$ cat config.mk
export PLATFORM = sky130hd
export DESIGN_NAME = pit_timer
export DESIGN_NICKNAME = d
export VERILOG_FILES = /design/src/verilog/pit_pkg.sv /design/src/verilog/pit_tick_if.sv /design/src/verilog/pit_timer.sv /design/src/verilog/pit_prescaler.sv
export SDC_FILE = /design/constraint.sdc
export NUM_CORES = 1
export LEC_CHECK = 0
export BUFFER_PORTS_ARGS = -buffer_cell sky130_fd_sc_hd__buf_2
export CELL_PAD_IN_SITES_DETAIL_PLACEMENT = 0
export CELL_PAD_IN_SITES_GLOBAL_PLACEMENT = 2
export CORE_MARGIN = 2
export CORE_UTILIZATION = 32
export DETAILED_ROUTE_END_ITERATION = 7
export PLACE_DENSITY_LB_ADDON = 0.1
export SYNTH_ARGS = -nofsm -noshare
export SYNTH_HDL_FRONTEND = slang
export SYNTH_SLANG_ARGS = --single-unit
export TNS_END_PERCENT = 50
$ cat constraint.sdc
create_clock -name sys_clk -period 3.06 [get_ports sys_clk]
set_input_delay 0.459 -clock sys_clk [delete_from_list [all_inputs] [get_ports sys_clk]]
set_output_delay 0.459 -clock sys_clk [all_outputs]
set_load 0.02 [all_outputs]
$ cat src/verilog/pit_pkg.sv
// package: register map, field positions and reset values of the interval timer
package pit_pkg;
  // ==========================================================
  // register byte offsets
  localparam int ADDR_W = 5;
  localparam logic [4:0] OFF_COUNT = 5'h00;
  localparam logic [4:0] OFF_PRESCALE = 5'h04;
  localparam logic [4:0] OFF_PERIOD = 5'h08;
  localparam logic [4:0] OFF_STATUS = 5'h0C;
  localparam logic [4:0] OFF_INT_ENABLE = 5'h10;
  localparam logic [4:0] OFF_INT_CLEAR = 5'h14;
  localparam logic [4:0] OFF_CONTROL = 5'h18;

  // ==========================================================
  // widths, fields and reset values
  localparam int COUNT_W = 16;
  localparam int SCALE_W = 8;
  localparam int EVT_W = 1;
  localparam int CTRL_RUN_BIT = 0;
  localparam int EVT_ZERO_BIT = 0;
  localparam logic [15:0] COUNT_RST = 16'h0000;
  localparam logic [7:0] SCALE_RST = 8'h00;
  localparam logic [15:0] PERIOD_RST = 16'h0000;
  localparam logic RUN_RST = 1'b0;
  localparam logic [0:0] EVT_RST = 1'h0;

  // ==========================================================
  // register bus answer states
  typedef enum logic {
    PIT_BUS_IDLE,
    PIT_BUS_ANSWER
  } pit_bus_state_t;
endpackage

$ cat src/verilog/pit_tick_if.sv
// interface: run enable and scale towards the prescaler, decrement tick back
`timescale 1ns/1ps
`default_nettype none
interface pit_tick_if #(
  parameter int SCALE_W = 8
);
  logic run;
  logic [SCALE_W-1:0] scale;
  logic tick;

  modport timer (output run, output scale, input tick);
  modport prescaler (input run, input scale, output tick);
endinterface
`default_nettype wire

$ cat src/verilog/pit_timer.sv
// module: prescaled 16-bit interval timer with APB register access and interrupt
//
// Behaviour
// - count decrements once every n prescaled cycles
// - reaching zero raises the timer interrupt
// - at zero, count reloads from period register
// - counting runs alongside bus and processor activity
//
// Added by the designer: the APB register port and the address map.
`timescale 1ns/1ps
`default_nettype none
module pit_timer #(
  parameter int COUNT_W = 16,
  parameter int SCALE_W = 8
) (
  input wire logic sys_clk,
  input wire logic rst_n,
  input wire logic psel,
  input wire logic penable,
  input wire logic pwrite,
  input wire logic [31:0] paddr,
  input wire logic [31:0] pwdata,
  output logic [31:0] prdata,
  output logic pready,
  output logic pslverr,
  output logic timerIrq
);
  // ==========================================================
  // declarations
  pit_pkg::pit_bus_state_t busState_q;
  pit_pkg::pit_bus_state_t busState_d;
  logic [31:0] rdata_q;
  logic [31:0] rdata_d;
  logic err_q;
  logic err_d;
  logic [COUNT_W-1:0] count_q;
  logic [COUNT_W-1:0] count_d;
  logic [COUNT_W-1:0] period_q;
  logic [COUNT_W-1:0] period_d;
  logic [SCALE_W-1:0] scale_q;
  logic [SCALE_W-1:0] scale_d;
  logic run_q;
  logic run_d;
  logic [pit_pkg::EVT_W-1:0] status_q;
  logic [pit_pkg::EVT_W-1:0] status_d;
  logic [pit_pkg::EVT_W-1:0] intEn_q;
  logic [pit_pkg::EVT_W-1:0] intEn_d;
  logic irq_q;
  logic irq_d;
  logic ready_q;
  logic ready_d;
  logic wrDone;
  logic wrCount;
  logic zeroHit;
  logic [pit_pkg::EVT_W-1:0] evtSet;
  logic [pit_pkg::EVT_W-1:0] evtClr;

  pit_tick_if #(.SCALE_W(SCALE_W)) tickBus ();

  // ==========================================================
  // address decode
  // true when the low address bits select the given register and all higher address bits are zero
  function automatic logic hitReg(input logic [31:0] addr, input logic [4:0] off);
    hitReg = (addr[pit_pkg::ADDR_W-1:0] == off) && (addr[31:pit_pkg::ADDR_W] == '0);
  endfunction

  // true for any implemented register
  function automatic logic mapped(input logic [31:0] addr);
    mapped = hitReg(addr, pit_pkg::OFF_COUNT) || hitReg(addr, pit_pkg::OFF_PRESCALE)
      || hitReg(addr, pit_pkg::OFF_PERIOD) || hitReg(addr, pit_pkg::OFF_STATUS)
      || hitReg(addr, pit_pkg::OFF_INT_ENABLE) || hitReg(addr, pit_pkg::OFF_INT_CLEAR)
      || hitReg(addr, pit_pkg::OFF_CONTROL);
  endfunction

  // ==========================================================
  // APB answer sequencing
  // one wait state: pready rises in the second access cycle
  always_comb begin
    busState_d = busState_q;
    rdata_d = rdata_q;
    err_d = err_q;
    ready_d = 1'b0;
    unique case (busState_q)
      pit_pkg::PIT_BUS_IDLE: begin
        if (psel && penable) begin
          busState_d = pit_pkg::PIT_BUS_ANSWER;
          ready_d = 1'b1;
          err_d = !mapped(paddr);
          rdata_d = '0;
          if (!pwrite) begin
            if (hitReg(paddr, pit_pkg::OFF_COUNT)) begin
              rdata_d[COUNT_W-1:0] = count_q;
            end
            if (hitReg(paddr, pit_pkg::OFF_PRESCALE)) begin
              rdata_d[SCALE_W-1:0] = scale_q;
            end
            if (hitReg(paddr, pit_pkg::OFF_PERIOD)) begin
              rdata_d[COUNT_W-1:0] = period_q;
            end
            if (hitReg(paddr, pit_pkg::OFF_STATUS)) begin
              rdata_d[pit_pkg::EVT_W-1:0] = status_q;
            end
            if (hitReg(paddr, pit_pkg::OFF_INT_ENABLE)) begin
              rdata_d[pit_pkg::EVT_W-1:0] = intEn_q;
            end
            if (hitReg(paddr, pit_pkg::OFF_CONTROL)) begin
              rdata_d[pit_pkg::CTRL_RUN_BIT] = run_q;
            end
          end
        end
      end
      pit_pkg::PIT_BUS_ANSWER: begin
        busState_d = pit_pkg::PIT_BUS_IDLE;
        err_d = 1'b0;
      end
    endcase
  end

  // bus registers
  always_ff @(posedge sys_clk or negedge rst_n) begin
    if (!rst_n) begin
      busState_q <= pit_pkg::PIT_BUS_IDLE;
      ready_q <= 1'b0;
      rdata_q <= '0;
      err_q <= 1'b0;
    end else begin
      busState_q <= busState_d;
      ready_q <= ready_d;
      rdata_q <= rdata_d;
      err_q <= err_d;
    end
  end

  assign pready = ready_q; // answer pulse straight from its own flop
  assign prdata = rdata_q;
  assign pslverr = err_q;

  // a write takes effect at the edge that samples pready high
  assign wrDone = psel && penable && pwrite && pready;
  assign wrCount = wrDone && hitReg(paddr, pit_pkg::OFF_COUNT);

  // ==========================================================
  // prescaler link
  assign tickBus.run = run_q;
  assign tickBus.scale = scale_q;

  pit_prescaler #(.SCALE_W(SCALE_W)) u_prescaler (
    .sys_clk(sys_clk),
    .rst_n(rst_n),
    .tickBus(tickBus)
  );

  // ==========================================================
  // count and configuration registers
  // a tick at zero is the zero event; reload and flag together
  assign zeroHit = tickBus.tick && (count_q == '0);

  // next values; a software count write wins over the tick
  always_comb begin
    count_d = count_q;
    period_d = period_q;
    scale_d = scale_q;
    run_d = run_q;
    intEn_d = intEn_q;
    if (zeroHit) begin
      count_d = period_q;
    end else if (tickBus.tick) begin
      count_d = count_q - 1'b1;
    end
    if (wrCount) begin
      count_d = pwdata[COUNT_W-1:0];
    end
    if (wrDone && hitReg(paddr, pit_pkg::OFF_PERIOD)) begin
      period_d = pwdata[COUNT_W-1:0];
    end
    if (wrDone && hitReg(paddr, pit_pkg::OFF_PRESCALE)) begin
      scale_d = pwdata[SCALE_W-1:0];
    end
    if (wrDone && hitReg(paddr, pit_pkg::OFF_CONTROL)) begin
      run_d = pwdata[pit_pkg::CTRL_RUN_BIT];
    end
    if (wrDone && hitReg(paddr, pit_pkg::OFF_INT_ENABLE)) begin
      intEn_d = pwdata[pit_pkg::EVT_W-1:0];
    end
  end

  // register stage
  always_ff @(posedge sys_clk or negedge rst_n) begin
    if (!rst_n) begin
      count_q <= pit_pkg::COUNT_RST;
      period_q <= pit_pkg::PERIOD_RST;
      scale_q <= pit_pkg::SCALE_RST;
      run_q <= pit_pkg::RUN_RST;
      intEn_q <= pit_pkg::EVT_RST;
    end else begin
      count_q <= count_d;
      period_q <= period_d;
      scale_q <= scale_d;
      run_q <= run_d;
      intEn_q <= intEn_d;
    end
  end

  // ==========================================================
  // interrupt status
  // sticky status; a new event wins over a same-cycle clear
  always_comb begin
    evtSet = '0;
    evtSet[pit_pkg::EVT_ZERO_BIT] = zeroHit;
    evtClr = '0;
    if (wrDone && hitReg(paddr, pit_pkg::OFF_INT_CLEAR)) begin
      evtClr = pwdata[pit_pkg::EVT_W-1:0];
    end
    status_d = (status_q & ~evtClr) | evtSet;
    irq_d = |(status_d & intEn_d);
  end

  // register stage
  always_ff @(posedge sys_clk or negedge rst_n) begin
    if (!rst_n) begin
      status_q <= pit_pkg::EVT_RST;
      irq_q <= 1'b0;
    end else begin
      status_q <= status_d;
      irq_q <= irq_d;
    end
  end

  assign timerIrq = irq_q;

  // ==========================================================
  // checks
  chk_count_decrement: assert property (@(posedge sys_clk) disable iff (!rst_n)
    (tickBus.tick && count_q != '0 && !wrCount) |=> count_q == $past(count_q) - 1'b1)
    else $error("count did not step down by one on a tick");

  chk_count_holds: assert property (@(posedge sys_clk) disable iff (!rst_n)
    (!tickBus.tick && !wrCount) |=> $stable(count_q))
    else $error("count moved without a tick or a write");

  chk_zero_reload: assert property (@(posedge sys_clk) disable iff (!rst_n)
    (zeroHit && !wrCount) |=> count_q == $past(period_q))
    else $error("count not reloaded from period at zero");

  chk_zero_irq: assert property (@(posedge sys_clk) disable iff (!rst_n)
    (zeroHit && intEn_d[pit_pkg::EVT_ZERO_BIT]) |=> status_q[pit_pkg::EVT_ZERO_BIT] && timerIrq)
    else $error("zero event did not raise status and interrupt");

  chk_irq_cause: assert property (@(posedge sys_clk) disable iff (!rst_n)
    timerIrq |-> |(status_q & intEn_q))
    else $error("interrupt high without an enabled status bit");

  chk_runs_with_bus: assert property (@(posedge sys_clk) disable iff (!rst_n)
    (psel && tickBus.tick && count_q != '0 && !wrCount) |=> count_q != $past(count_q))
    else $error("count stalled during a bus access");

  chk_bus_answer: assert property (@(posedge sys_clk) disable iff (!rst_n)
    (psel && penable && !pready) |=> pready)
    else $error("bus answer not given one cycle into the access");

  chk_ready_pulse: assert property (@(posedge sys_clk) disable iff (!rst_n)
    pready |=> !pready)
    else $error("bus answer stood longer than one cycle");

  chk_error_with_ready: assert property (@(posedge sys_clk) disable iff (!rst_n)
    pslverr |-> pready)
    else $error("bus error shown without the answer");

  // ==========================================================
  // status, interrupt, count, reload and stop checks
  chk_status_sticky: assert property (@(posedge sys_clk) disable iff (!rst_n)
    (status_q[pit_pkg::EVT_ZERO_BIT] && !evtClr[pit_pkg::EVT_ZERO_BIT])
      |=> status_q[pit_pkg::EVT_ZERO_BIT])
    else $error("zero event status dropped without a clear");

  chk_event_wins: assert property (@(posedge sys_clk) disable iff (!rst_n)
    zeroHit |=> status_q[pit_pkg::EVT_ZERO_BIT])
    else $error("zero event lost against a clear");

  chk_irq_level: assert property (@(posedge sys_clk) disable iff (!rst_n)
    (|(status_q & intEn_q)) |-> timerIrq)
    else $error("enabled status bit set but interrupt low");

  chk_count_write: assert property (@(posedge sys_clk) disable iff (!rst_n)
    wrCount |=> count_q == $past(pwdata[COUNT_W-1:0]))
    else $error("count write did not land");

  chk_period_write: assert property (@(posedge sys_clk) disable iff (!rst_n)
    (wrDone && hitReg(paddr, pit_pkg::OFF_PERIOD))
      |=> period_q == $past(pwdata[COUNT_W-1:0]))
    else $error("period write did not land");

  chk_stopped_quiet: assert property (@(posedge sys_clk) disable iff (!rst_n)
    !run_q |-> !tickBus.tick)
    else $error("prescaler ticked while the timer was stopped");

  cov_zero_event: cover property (@(posedge sys_clk) disable iff (!rst_n) zeroHit);
  cov_irq_cleared: cover property (@(posedge sys_clk) disable iff (!rst_n)
    timerIrq ##1 !timerIrq);
  cov_write_vs_tick: cover property (@(posedge sys_clk) disable iff (!rst_n)
    wrCount && tickBus.tick);
  cov_bad_address: cover property (@(posedge sys_clk) disable iff (!rst_n) pslverr);
  cov_event_vs_clear: cover property (@(posedge sys_clk) disable iff (!rst_n)
    zeroHit && evtClr[pit_pkg::EVT_ZERO_BIT]);
endmodule
`default_nettype wire

$ cat src/verilog/pit_prescaler.sv
// module: 8-bit reloading down-counter that paces the interval timer
`timescale 1ns/1ps
`default_nettype none
module pit_prescaler #(
  parameter int SCALE_W = 8
) (
  input wire logic sys_clk,
  input wire logic rst_n,
  pit_tick_if.prescaler tickBus
);
  logic [SCALE_W-1:0] cnt_q;
  logic [SCALE_W-1:0] cnt_d;

  // ==========================================================
  // prescale counter
  // one tick each time the counter expires; scale zero ticks every cycle
  assign tickBus.tick = tickBus.run && (cnt_q == '0);

  // next value: reload on expiry or while stopped
  always_comb begin
    cnt_d = cnt_q;
    if (!tickBus.run || cnt_q == '0) begin
      cnt_d = tickBus.scale;
    end else begin
      cnt_d = cnt_q - 1'b1;
    end
  end

  // register stage
  always_ff @(posedge sys_clk or negedge rst_n) begin
    if (!rst_n) begin
      cnt_q <= '0;
    end else begin
      cnt_q <= cnt_d;
    end
  end

  // ==========================================================
  // checks
  chk_prescale_reload: assert property (@(posedge sys_clk) disable iff (!rst_n)
    tickBus.tick |=> cnt_q == $past(tickBus.scale))
    else $error("prescaler did not reload from scale after a tick");

  chk_prescale_gap: assert property (@(posedge sys_clk) disable iff (!rst_n)
    (tickBus.tick && tickBus.scale != '0) ##1 tickBus.run |-> !tickBus.tick)
    else $error("prescaler ticked twice in a row with nonzero scale");
endmodule
`default_nettype wire

; ---- Yosys cells after proc, flatten, opt, wreduce, memory -nomap -nowiden
; Index checks and enable logic that the tools add are counted.
[totals]
regBits = 71
wordCells = 77
[op_classes]
n_addsub = 2
eq_ne = 7
muxes = 18
bitwise_logic = 5
n_reduce_logical = 33
[op_table]
columns = operator, count
row1 = 2-to-1 mux 16 bit, 6
row2 = zero test 27 bit, 1
row3 = logical AND 1 bit, 18
row4 = zero test 16 bit, 1
row5 = 2-to-1 mux 8 bit, 2
row6 = "subtractor 16 x 1 -> 16 bit, second input constant", 1
row7 = "== test 5 bit, second input constant", 3
row8 = "== test 5 x 4 -> 1 bit, second input constant", 2
row9 = zero test 8 bit, 1
row10 = 2-to-1 mux 1 bit, 8
row11 = "subtractor 8 x 1 -> 8 bit, second input constant", 1
row12 = logical OR 1 bit, 7
row13 = "== test 5 x 3 -> 1 bit, second input constant", 1
row14 = zero test 5 bit, 1
row15 = one-hot mux 1 bit (2 select lines), 2
row16 = nonzero test 3 bit, 1
row17 = AND 1 bit, 2
row18 = zero test 1 bit, 2
row19 = "inequality test 2 bit, second input constant", 1
row20 = inverter 1 bit, 2
row21 = AND reduction 2 bit, 1
row22 = OR 1 bit, 1

; ---- Logic depth before layout (Yosys ltp)
; Gate-level depths: netlist of the first run.
[depth]
depth_word = 11
ltp_mapped = 9
depth_no_buf = 7

; ---- By module
; Synthesis of the first run repeated with hierarchy kept, for this count alone.
[unflattened]
hier_cells = 400
area_unflattened_um2 = 4020.1
[by_module_without_submodules]
columns = module, n_inst, cells_each, area_each_um2
row1 = pit_timer, 1, 351, 3512.1
row2 = pit_prescaler, 1, 49, 508.0

; ---- Least setup slack after synthesis of the first run
; Ideal clock, no wire load.
[synth_timing]
kind = input to register
start = input paddr[7]
end = register period_q[10]
arrival_time_ns = 2.326
required_time_ns = 2.935
setup_slack_ns = 0.609
path_stages = 8
n_path_buf = 3
cell_sequence = nor4_2 -> nand4_1 -> or2_1 -> buf_6 -> or4_4 -> buf_6 -> buf_12 -> mux2_4
[synth_via]
elab_chain_cells = 3
[synth_lines]
columns = element, line_no
row1 = from (decl), pit_timer.sv:21  ; input wire logic [31:0] paddr,
row2 = zero test 27 bit, pit_timer.sv:64  ; hitReg = (addr[pit_pkg::ADDR_W-1:0] == off) && (addr[31:pit_pkg::ADDR_W] == '0);
row3 = logical AND 1 bit, pit_timer.sv:64
row4 = logical AND 1 bit, pit_timer.sv:173  ; if (wrDone && hitReg(paddr, pit_pkg::OFF_PERIOD)) begin
row5 = to (signal assigned), pit_timer.sv:191  ; period_q <= pit_pkg::PERIOD_RST;
row6 = to (signal assigned), pit_timer.sv:197  ; period_q <= period_d;
row7 = to (decl), pit_timer.sv:38  ; logic [COUNT_W-1:0] period_q;
; No other way between the ends.
; A chain may end at the register's enable or synchronous reset.

; ---- Worst setup path after layout of the first run
[layout_timing]
start = register u_prescaler.cnt_q[0]
end = register count_q[3]
[layout_via]
elab_chain_cells = 5
word_cells_on_any_way = 6
cone_classes = 2 x mux / 4 x reduce/logical
[layout_lines]
columns = element, line_no
row1 = from (decl), pit_prescaler.sv:11  ; logic [SCALE_W-1:0] cnt_q;
row2 = from (signal assigned), pit_prescaler.sv:34  ; cnt_q <= cnt_d;
row3 = zero test 8 bit *, pit_prescaler.sv:17  ; assign tickBus.tick = tickBus.run && (cnt_q == '0);
row4 = logical AND 1 bit *, pit_prescaler.sv:17
row5 = logical AND 1 bit, pit_timer.sv:156  ; assign zeroHit = tickBus.tick && (count_q == '0);
row6 = 2-to-1 mux 16 bit, pit_timer.sv:165  ; if (zeroHit) begin
row7 = 2-to-1 mux 16 bit, pit_timer.sv:170  ; if (wrCount) begin
row8 = to (signal assigned), pit_timer.sv:190  ; count_q <= pit_pkg::COUNT_RST;
row9 = to (signal assigned), pit_timer.sv:196  ; count_q <= count_d;
row10 = to (decl), pit_timer.sv:36  ; logic [COUNT_W-1:0] count_q;
; Mark *: on every way between the ends. The rest lies on a longest branch, timed or not.

==> impl_metrics.toml, run 1 <==
[outcome]
run_status = "complete, no violations"

[timing]
setup_tns_ns = 0
fin_hold_ws_ns = 0.143
setup_violations = 0
finalMaxSlewViolations = 0
period_needed_ns = 2.51
fmax_ghz = 0.398
tightest_slew_ns = 0.752
worst_slack_ns = 0.545
fin_skew_ns = 0.00592
rsz0062_at_grt = "false"
slew_headroom_pct = 49.4
hold_violations = 0
timing.final.crit_share_pct = 82.2

[layout]
nets = 552
fillers = 1267
synthToLayoutAreaGrowth_pct = 19.1
multi_input_area_sq_um = 2060
fin_cells = 652
layout-drive-gt1-share_pct = 28.7
insertedDiodeCount = 0
register_area_sq_um = 1750

[floorplan]
die_area_sq_um = 13500
num_rows = 40
die_w_um = 116
initial_core_util_pct = 33.2
ios = 104
dieHeight_um = 116
coreArea_sq_um = 12100

[job]
max_cap_viol_count = 0

[synth]
synth_area_leaders = "dfrtp_1 44%, mux2_2 5.6%, o21ai_0 4.4%"
ys_seq_elements = 70
synth_top_area_share_pct = 43.6
yosysUniqueCellTypes = 53
synth_edf_count = 0
ys_seq_area_share_pct = 43.6
netlist_area_sq_um = 4020
netlist_instances = 413
async_reset_ff_share_pct = 100
synth_area_per_cell_sq_um = 9.72
ys_warn_count = 0
ys.flop_type = "dfrtp_1"
yosysTopAreaCell = "dfrtp_1"

[critical_path]
cp-start-kind = "register"
endpoint_kind = "register"
cpPeakStageDelay_ns = 0.57
crit_type = "register to register"
crit_required_ns = 3.28
path_max_fanout = 16
cp_cell_sequence = "inv_1 -> ha_1 -> or4bb_1 -> or2_2 -> o41ai_1 -> o21ai_0 -> mux2_2"
cp.buffers_inverters = 1
path_delay_family = "simple AND/OR/NAND/NOR gates"
reg2reg_slack_ns = 0.55
arrival_ns = 2.74
crit_path_top_delay_cell = "or4bb_1"

[cts]
cts_resized = 0
ctsHoldBuffers = 0
root_buffer = "clkbuf_16"
cts_max_path_buffers = 2
cts.sinks = 70
clk_pin_slew_worst_paths_ns = 0.06
cts_setup_buffers = 0
htreeDepth = 3
cts_tree = "yes"
cts_made_buffers = 9
insertion_delay_ns = 0.34

[routing]
first_pass_iters = 4
drt_iter0_drc = 155
ant_nets = 0
routedWlPerCell_um = 17.2
drt_wl_total_um = 11200
avgViaCountPerCell = 5.17
vias = 3374
remaining_drc_errors = 0

[placed_design]
place_inst = 636
place_congestion = 0.769
hpwl_um = 8210
port_buffers = 71
post-place-ws_ns = 0.284

[global_routing]
grt_pass1_vias = 3312
grt_start_max_net_pins = 71
grt_pass1_wl_um = 17900
grtUsageTotal_pct = 17.8
grt_overflow_total = 0
antenna_found_initial = 0

[power]
total_power_mw = 2.14
p_leak_nw = 2.18
ir_drop_mv = 0.292
power_density_nw_per_um2 = 446

[hold_path]
hp-class = "input pin to async pin"
## report_power, final
group	total, mW	internal [mW]	switching [mW]
sequential	0.930	0.929	0.00143
combinational	0.138	0.0468	0.0909
clock	1.07	0.674	0.393
## sequential cells by signal, summed over array words and instances (netlist names)
name               cells
count_q               16
period_q              16
prdata                16
scale_q                8
u_prescaler.cnt_q      8
busState_q             1
intEn_q                1
pslverr                1
run_q                  1
status_q               1
timerIrq               1
## path summary, 6_finish.rpt
path                                       from      endpoint  cells after the start
max                        u_prescaler.cnt_q[0]    count_q[3]                      7
min                                       rst_n  period_q[11]                      2
max reg2reg                u_prescaler.cnt_q[0]    count_q[3]                      7
min reg2reg                          prdata[12]    prdata[12]                      2
max in group asynchronous                 rst_n     prdata[2]                      2
min in group sys_clk                 pwdata[15]   count_q[15]                      3
## routing by layer
layer  global-route usage, %  vias up  routed length [um]
met3                    5.02       11                 583
met5                       0        -                   0
li1                        -     1624                   -
met2                    26.3       92                4820
met4                    5.71        0                 156
met1                    25.3     1647                5670
## logic make-up (layout without fill, tap and decap cells)
group / after synthesis / after routing / synth area share [%]
adders and majority gates: 4 / 4 / 1.25
other: 1 / 16 / 0.0934
buffers and inverters: 47 / 103 / 6.67
AOI/OAI and AO/OA: 86 / 86 / 13.6
DFF: 70 / 70 / 43.6
muxes: 42 / 42 / 12.3
xor gates and xnor gates: 9 / 9 / 1.96
and+or+nand+nor: 154 / 154 / 20.5
## final cells by class
type | instances | share of cell area (%)
Timing Repair Buffer | 80 | 9.10
Clock buffer | 13 | 5.44
Multi-Input combinational cell | 311 | 43.0
Inverter | 7 | 0.549
Sequential cell | 70 | 36.6
Clock inverter | 3 | 0.889
Tap cell | 168 | 4.39
## stage by stage
stage	area [sq um]	util, %
global route	4780	39.5
CTS	4780	39.5
floorplan	4070	-
detailed placement	4480	37.0
finish	4780	39.5
global placement	4480	37.0
## Yosys cell counts (7+ instances only)
library cell,instances
dfrtp_1,70
nand2_1,44
o21ai_0,35
nor3_1,24
clkbuf_1,20
mux2_2,20
nor2_1,20
buf_4,16
a21oi_1,15
nor4_1,15
mux2i_1,12
mux2_4,10
nand3_1,8
inv_1,7
## cell usage in the layout, fill, tap and decap left out, drive strengths merged, types with 3 or more instances in the layout
cell / count
buf: 80
dfrtp: 70
nand2: 44
o21ai: 35
mux2: 30
nor3: 24
nor2: 20
nor4: 19
conb: 16
a21oi: 15
clkbuf: 13
mux2i: 12
nand3: 8
inv: 7
or4: 7
xnor2: 6
or3: 6
a2bb2oi: 6
or2: 6
nand4: 5
nand2b: 4
o221ai: 4
ha: 4
nor4b: 3
xor2: 3
o41ai: 3
o22ai: 3
a211oi: 3
a21o: 3
Power figures use the tool's default switching activity.
==> run 2: changes to the inputs <==
- ABC_AREA: unset -> 1
- CORE_UTILIZATION: 32 -> 29
- clock period: 3.06 -> 2.6 ns (I/O delays scaled with it)
==> run 2 against run 1 <==
  * Global-route usage decreased by 0.082 points
  * Critical path depth increased by 2
  * Combinational power increased to 24 times the previous value
  * Largest cell class unchanged
  * Maximum frequency increased by 12%
  * Critical path type unchanged
  * Clock skew increased by 0.0013 ns
  * Count of clock-buffer cells in the layout decreased by 3
  * Largest power group is now combinational logic
==> impl_metrics.toml, run 2 <==
[timing]
tightest_slew_ns = 0.941
setup_violations = 0
setup_tns_ns = 0
timing.final.crit_share_pct = 86.0
fmax_ghz = 0.447
fin_skew_ns = 0.00723
finalMaxSlewViolations = 0
period_needed_ns = 2.24
slew_headroom_pct = 37.3
worst_slack_ns = 0.364
rsz0062_at_grt = "false"
hold_violations = 0
fin_hold_ws_ns = 0.195

[critical_path]
crit_type = "register to register"
cp.buffers_inverters = 2
critPathLaunch = "u_prescaler.cnt_q[0]"
path_max_fanout = 10
cpPeakStageDelay_ns = 0.56
r2r_cells = 9
cp_cell_sequence = "inv_1 -> ha_1 -> inv_1 -> nor4_1 -> nand2_1 -> o21ai_0 -> o21ai_0 -> nand2_1 -> o211ai_1"
cp-start-kind = "register"
arrival_ns = 2.46
crit_required_ns = 2.82
path_delay_family = "simple AND/OR/NAND/NOR gates"
r2r-start = "u_prescaler.cnt_q[0]"
endpoint_kind = "register"
crit_path_top_delay_cell = "nor4_1"
rr_endpoint = "count_q[8]"
reg2reg_slack_ns = 0.36

[routing]
vias = 3823
remaining_drc_errors = 0
routedWlPerCell_um = 14.6
drt_iter0_drc = 195
drt_wl_total_um = 12200
ant_nets = 0
avgViaCountPerCell = 4.58
first_pass_iters = 4

[synth]
synth_area_leaders = "dfrtp_1 42%, nand2_1 14%, nor2_1 6.4%"
synth-simple-area-share_pct = 28.7
synth_top_area_share_pct = 42.5
netlist_instances = 569
yosysTopAreaCell = "dfrtp_1"
synth_compound_area_share_pct = 13.7
synth_top_family_by_area = "simple AND/OR/NAND/NOR gates"
ys_top_cells_by_count = "155 x nand2_1, 70 x dfrtp_1, 70 x nor2_1"
synth_edf_count = 0
ys_seq_elements = 70
synthXorXnorAreaFrac_pct = 2.12
synth_most_common_cell = "nand2_1"
async_reset_ff_share_pct = 100
post_synth_mux_area_share_pct = 0.243
ys.flop_type = "dfrtp_1"
synth_area_per_cell_sq_um = 7.25
yosysUniqueCellTypes = 38
netlist_area_sq_um = 4120
ys_seq_area_share_pct = 42.5
synth-adder-area-share_pct = 1.21
ys_warn_count = 0

[outcome]
run_status = "complete, no violations"

[cts]
ctsHoldBuffers = 0
cts_made_buffers = 9
cts_max_path_buffers = 2
cts.sinks = 70
htreeDepth = 3
cts_setup_buffers = 0
cts_resized = 0
clk_pin_slew_worst_paths_ns = 0.06
insertion_delay_ns = 0.34
cts_tree = "yes"
root_buffer = "clkbuf_16"

[power]
p_leak_nw = 2.63
clockPowerShare_pct = 23.2
seq_power_share_pct = 23.8
cell_internal_pwr_mw = 3.47
combPwrFrac_pct = 52.9
swShare_pct = 44.6
power_density_nw_per_um2 = 1240
power_switching_mw = 2.79
ir_drop_mv = 0.429

[placed_design]
port_buffers = 71
post-place-ws_ns = 0.384
hpwl_um = 9110
place_congestion = 0.837

[global_routing]
grt_pass1_wl_um = 20300
grtUsageTotal_pct = 17.7
grt_pass1_vias = 3921
grt_overflow_total = 0
antenna_found_initial = 0
grt_start_max_net_pins = 71

[floorplan]
die_w_um = 123
initial_core_util_pct = 29.7
die_area_sq_um = 15200
coreArea_sq_um = 13900
num_rows = 43
ios = 104
dieHeight_um = 123

[job]
max_cap_viol_count = 0

[hold_path]
hp-class = "input pin to async pin"

[layout]
nets = 724
insertedDiodeCount = 0
finish.utilization_pct = 36.2
layout-drive-gt1-share_pct = 18.0
layout_common_cells = "155 x nand2_1, 70 x nor2_1, 70 x dfrtp_1, 70 x buf_2, 68 x inv_1"
synthToLayoutAreaGrowth_pct = 22.0
final_common_cell = "nand2_1"
run 2: cell types whose count changed in the layout (fill, tap and decap cells not counted), sizes merged, moves of 20 or more:
cell / before / now
nand2: 44 / 159
mux2: 30 / 0
nor2: 20 / 73
inv: 7 / 70
o21ai: 35 / 55
o211ai: 2 / 27
nand3: 8 / 32
run 2: per-layer routing:
layer  global-route usage (%)  vias up  wire length [um]
met1                     22.3     1787              5510
li1                         -     1959                 -
met3                     2.40       10               465
met4                     5.97        0               177
met5                        0        -                 0
met2                     31.3       67              6060
run 2: worst register-to-register path, delay by kind of cell, from the launching register on:
kind            cells  cell delay, ns
flops               1            0.38
simple gates        3            1.04
buf+inv             2            0.17
fa+ha+maj           1            0.19
compound gates      3            0.35
run 2: worst max-delay path by stage:
stage,end,cells past startpoint
final,count_q[8],9
after floorplan,count_q[0],10
after CTS,count_q[8],9
after detailed placement,count_q[8],9
after global placement,count_q[8],9
after global routing,count_q[8],9
run 2: kinds of logic after synthesis:
kind of cell	count (synthesis)
AOI/OAI and AO/OA	97
xor gates and xnor gates	10
adders and majority gates	4
buffers and inverters	103
DFF	70
muxes	1
other	1
and+or+nand+nor	283
run 2: metrics by stage:
step	total power [mW]	area, sq um	cells
6_report	6.26	5030	835
3_3_place_gp	4.79	4680	820
4_1_cts	6.33	5030	835
2_1_floorplan	3.87	4180	584
3_5_place_dp	4.83	4680	820
5_1_grt	6.91	5030	835
run 2: power groups by stage:
stage               registers, mW  clock network, mW  logic, mW
global placement             1.51                  0       3.28
floorplan                    1.47                  0       2.40
finish                       1.49               1.45       3.31
CTS                          1.49               1.50       3.34
global route                 1.52               1.54       3.85
detailed placement           1.51                  0       3.31
run 2: layout make-up:
class | count | area (sq um)
repair buffers | 87 | 478
flip-flops and latches | 70 | 1750
clock buffers | 10 | 239
multi-input cells | 411 | 1960
fillers | 1538 | 8850
inverters | 72 | 272
well taps | 180 | 225
clock inverters | 5 | 108
==> run 3: changes to the inputs <==
- clock period: 2.6 -> 2.41 ns (I/O delays scaled with it)
==> run 3 against run 2 <==
  * Global-route usage grew 0.22 points
  * Clock power shrank 6%
  * Utilization grew 0.11 points
  * Largest power group unchanged
==> impl_metrics.toml, run 3 (same netlist as run 2, synthesis figures left out) <==
[layout]
synthToLayoutAreaGrowth_pct = 22.3
layout_common_cells = "155 x nand2_1, 70 x nor2_1, 70 x dfrtp_1, 70 x buf_2, 68 x inv_1"
fillers = 1521
nets = 730
final_common_cell = "nand2_1"
insertedDiodeCount = 0
layout-drive-gt1-share_pct = 18.6

[power]
ir_drop_mv = 0.587
total_power_mw = 6.59
p_leak_nw = 2.64
power_density_nw_per_um2 = 1310

[outcome]
run_status = "complete, no violations"

[global_routing]
grt_overflow_total = 0
grt_pass1_vias = 3979
grtUsageTotal_pct = 18.0
grt_pass1_wl_um = 20400
grt_start_max_net_pins = 43
antenna_found_initial = 0

[floorplan]
coreArea_sq_um = 13900
ios = 104
num_rows = 43
initial_core_util_pct = 29.7
die_area_sq_um = 15200
dieHeight_um = 123
die_w_um = 123

[critical_path]
endpoint_kind = "register"
cp-start-kind = "register"
arrival_ns = 2.36
path_max_fanout = 7
crit_type = "register to register"
crit_required_ns = 2.63

[cts]
clk_pin_slew_worst_paths_ns = 0.06
root_buffer = "clkbuf_16"
htreeDepth = 3
cts_tree = "yes"
cts_made_buffers = 9
insertion_delay_ns = 0.35
cts.sinks = 70
cts_max_path_buffers = 2
cts_setup_buffers = 0

[placed_design]
place_congestion = 0.849
hpwl_um = 9220
post-place-ws_ns = 0.306
port_buffers = 71

[routing]
ant_nets = 0
first_pass_iters = 4
avgViaCountPerCell = 4.55
routedWlPerCell_um = 14.5
drt_iter0_drc = 188
remaining_drc_errors = 0
drt_wl_total_um = 12200
vias = 3834

[timing]
rsz0062_at_grt = "false"
timing.final.crit_share_pct = 88.7
finalMaxSlewViolations = 0
fin_skew_ns = 0.00735
worst_slack_ns = 0.271
setup_tns_ns = 0
period_needed_ns = 2.14
hold_violations = 0
setup_violations = 0
fin_hold_ws_ns = 0.251
fmax_ghz = 0.468

[hold_path]
hp-class = "input pin to register"

[job]
max_cap_viol_count = 0
[run 3: cell count changes in the layout (fill, tap and decap cells not counted), sizes merged]
cell / previous run / this run
clkinv: 4 / 5
dlygate4sd3: 0 / 1
buf: 87 / 92
clkbuf: 10 / 12
bufinv: 3 / 1
[run 3: stage by stage]
stage,util [%],instances,cell area (sq um)
CTS,36.3,842,5040
detailed placement,34.1,825,4730
global route,36.3,842,5040
finish,36.3,842,5040
global placement,34.1,825,4730
floorplan,-,584,4180
[run 3: where the power goes]
part | leakage, nW | switching (mW) | internal (mW) | total (mW)
Sequential | 0.864 | 0.153 | 1.46 | 1.61
Combinational | 1.62 | 2.31 | 1.31 | 3.61
Clock | 0.152 | 0.511 | 0.852 | 1.36
[run 3: final timing paths]
kind	start	to	slack (ns)	cells after the start
max	u_prescaler.cnt_q[5]	count_q[11]	0.27	8
min	pwdata[11]	count_q[11]	0.25	3
max reg2reg	u_prescaler.cnt_q[5]	count_q[11]	0.27	8
min reg2reg	u_prescaler.cnt_q[0]	u_prescaler.cnt_q[0]	0.46	1
max in group asynchronous	rst_n	u_prescaler.cnt_q[5]	1.34	3
min in group asynchronous	rst_n	prdata[15]	0.49	2
[run 3: per-layer routing]
metal | vias to the layer above | part of all wire, % | GRT usage [%]
met4 | 0 | 1.5 | 6.18
met1 | 1800 | 47 | 23.0
met2 | 47 | 49 | 30.7
li1 | 1975 | - | -
met3 | 12 | 2.3 | 2.95
met5 | - | 0 | 0
[run 3: worst max-delay path, cell delays in order, from the launching register on]
cell and delay, ns:
dfrtp_1 0.37, inv_1 0.12, nand2_1 0.07, nor2_1 0.14, nand3_1 0.12, nor2_1 0.36
nand4_1 0.44, o211ai_1 0.30, nand3_1 0.09
[run 3: final cells by class]
type / instances / area, sq um / share of cell area [%]
multi-input cells: 411 / 1960 / 38.8
flip-flops and latches: 70 / 1750 / 34.7
clock inverters: 4 / 45.0 / 0.893
inverters: 72 / 272 / 5.38
well taps: 180 / 225 / 4.46
repair buffers: 93 / 538 / 10.7
clock buffers: 12 / 256 / 5.08
[run 3: repair_timing]
| action | in CTS | in global routing |
|---|---|---|
| endpoints found under the hold margin | 28 | 0 |
| hold buffers | 1 | 0 |
| resized for setup | 0 | 0 |
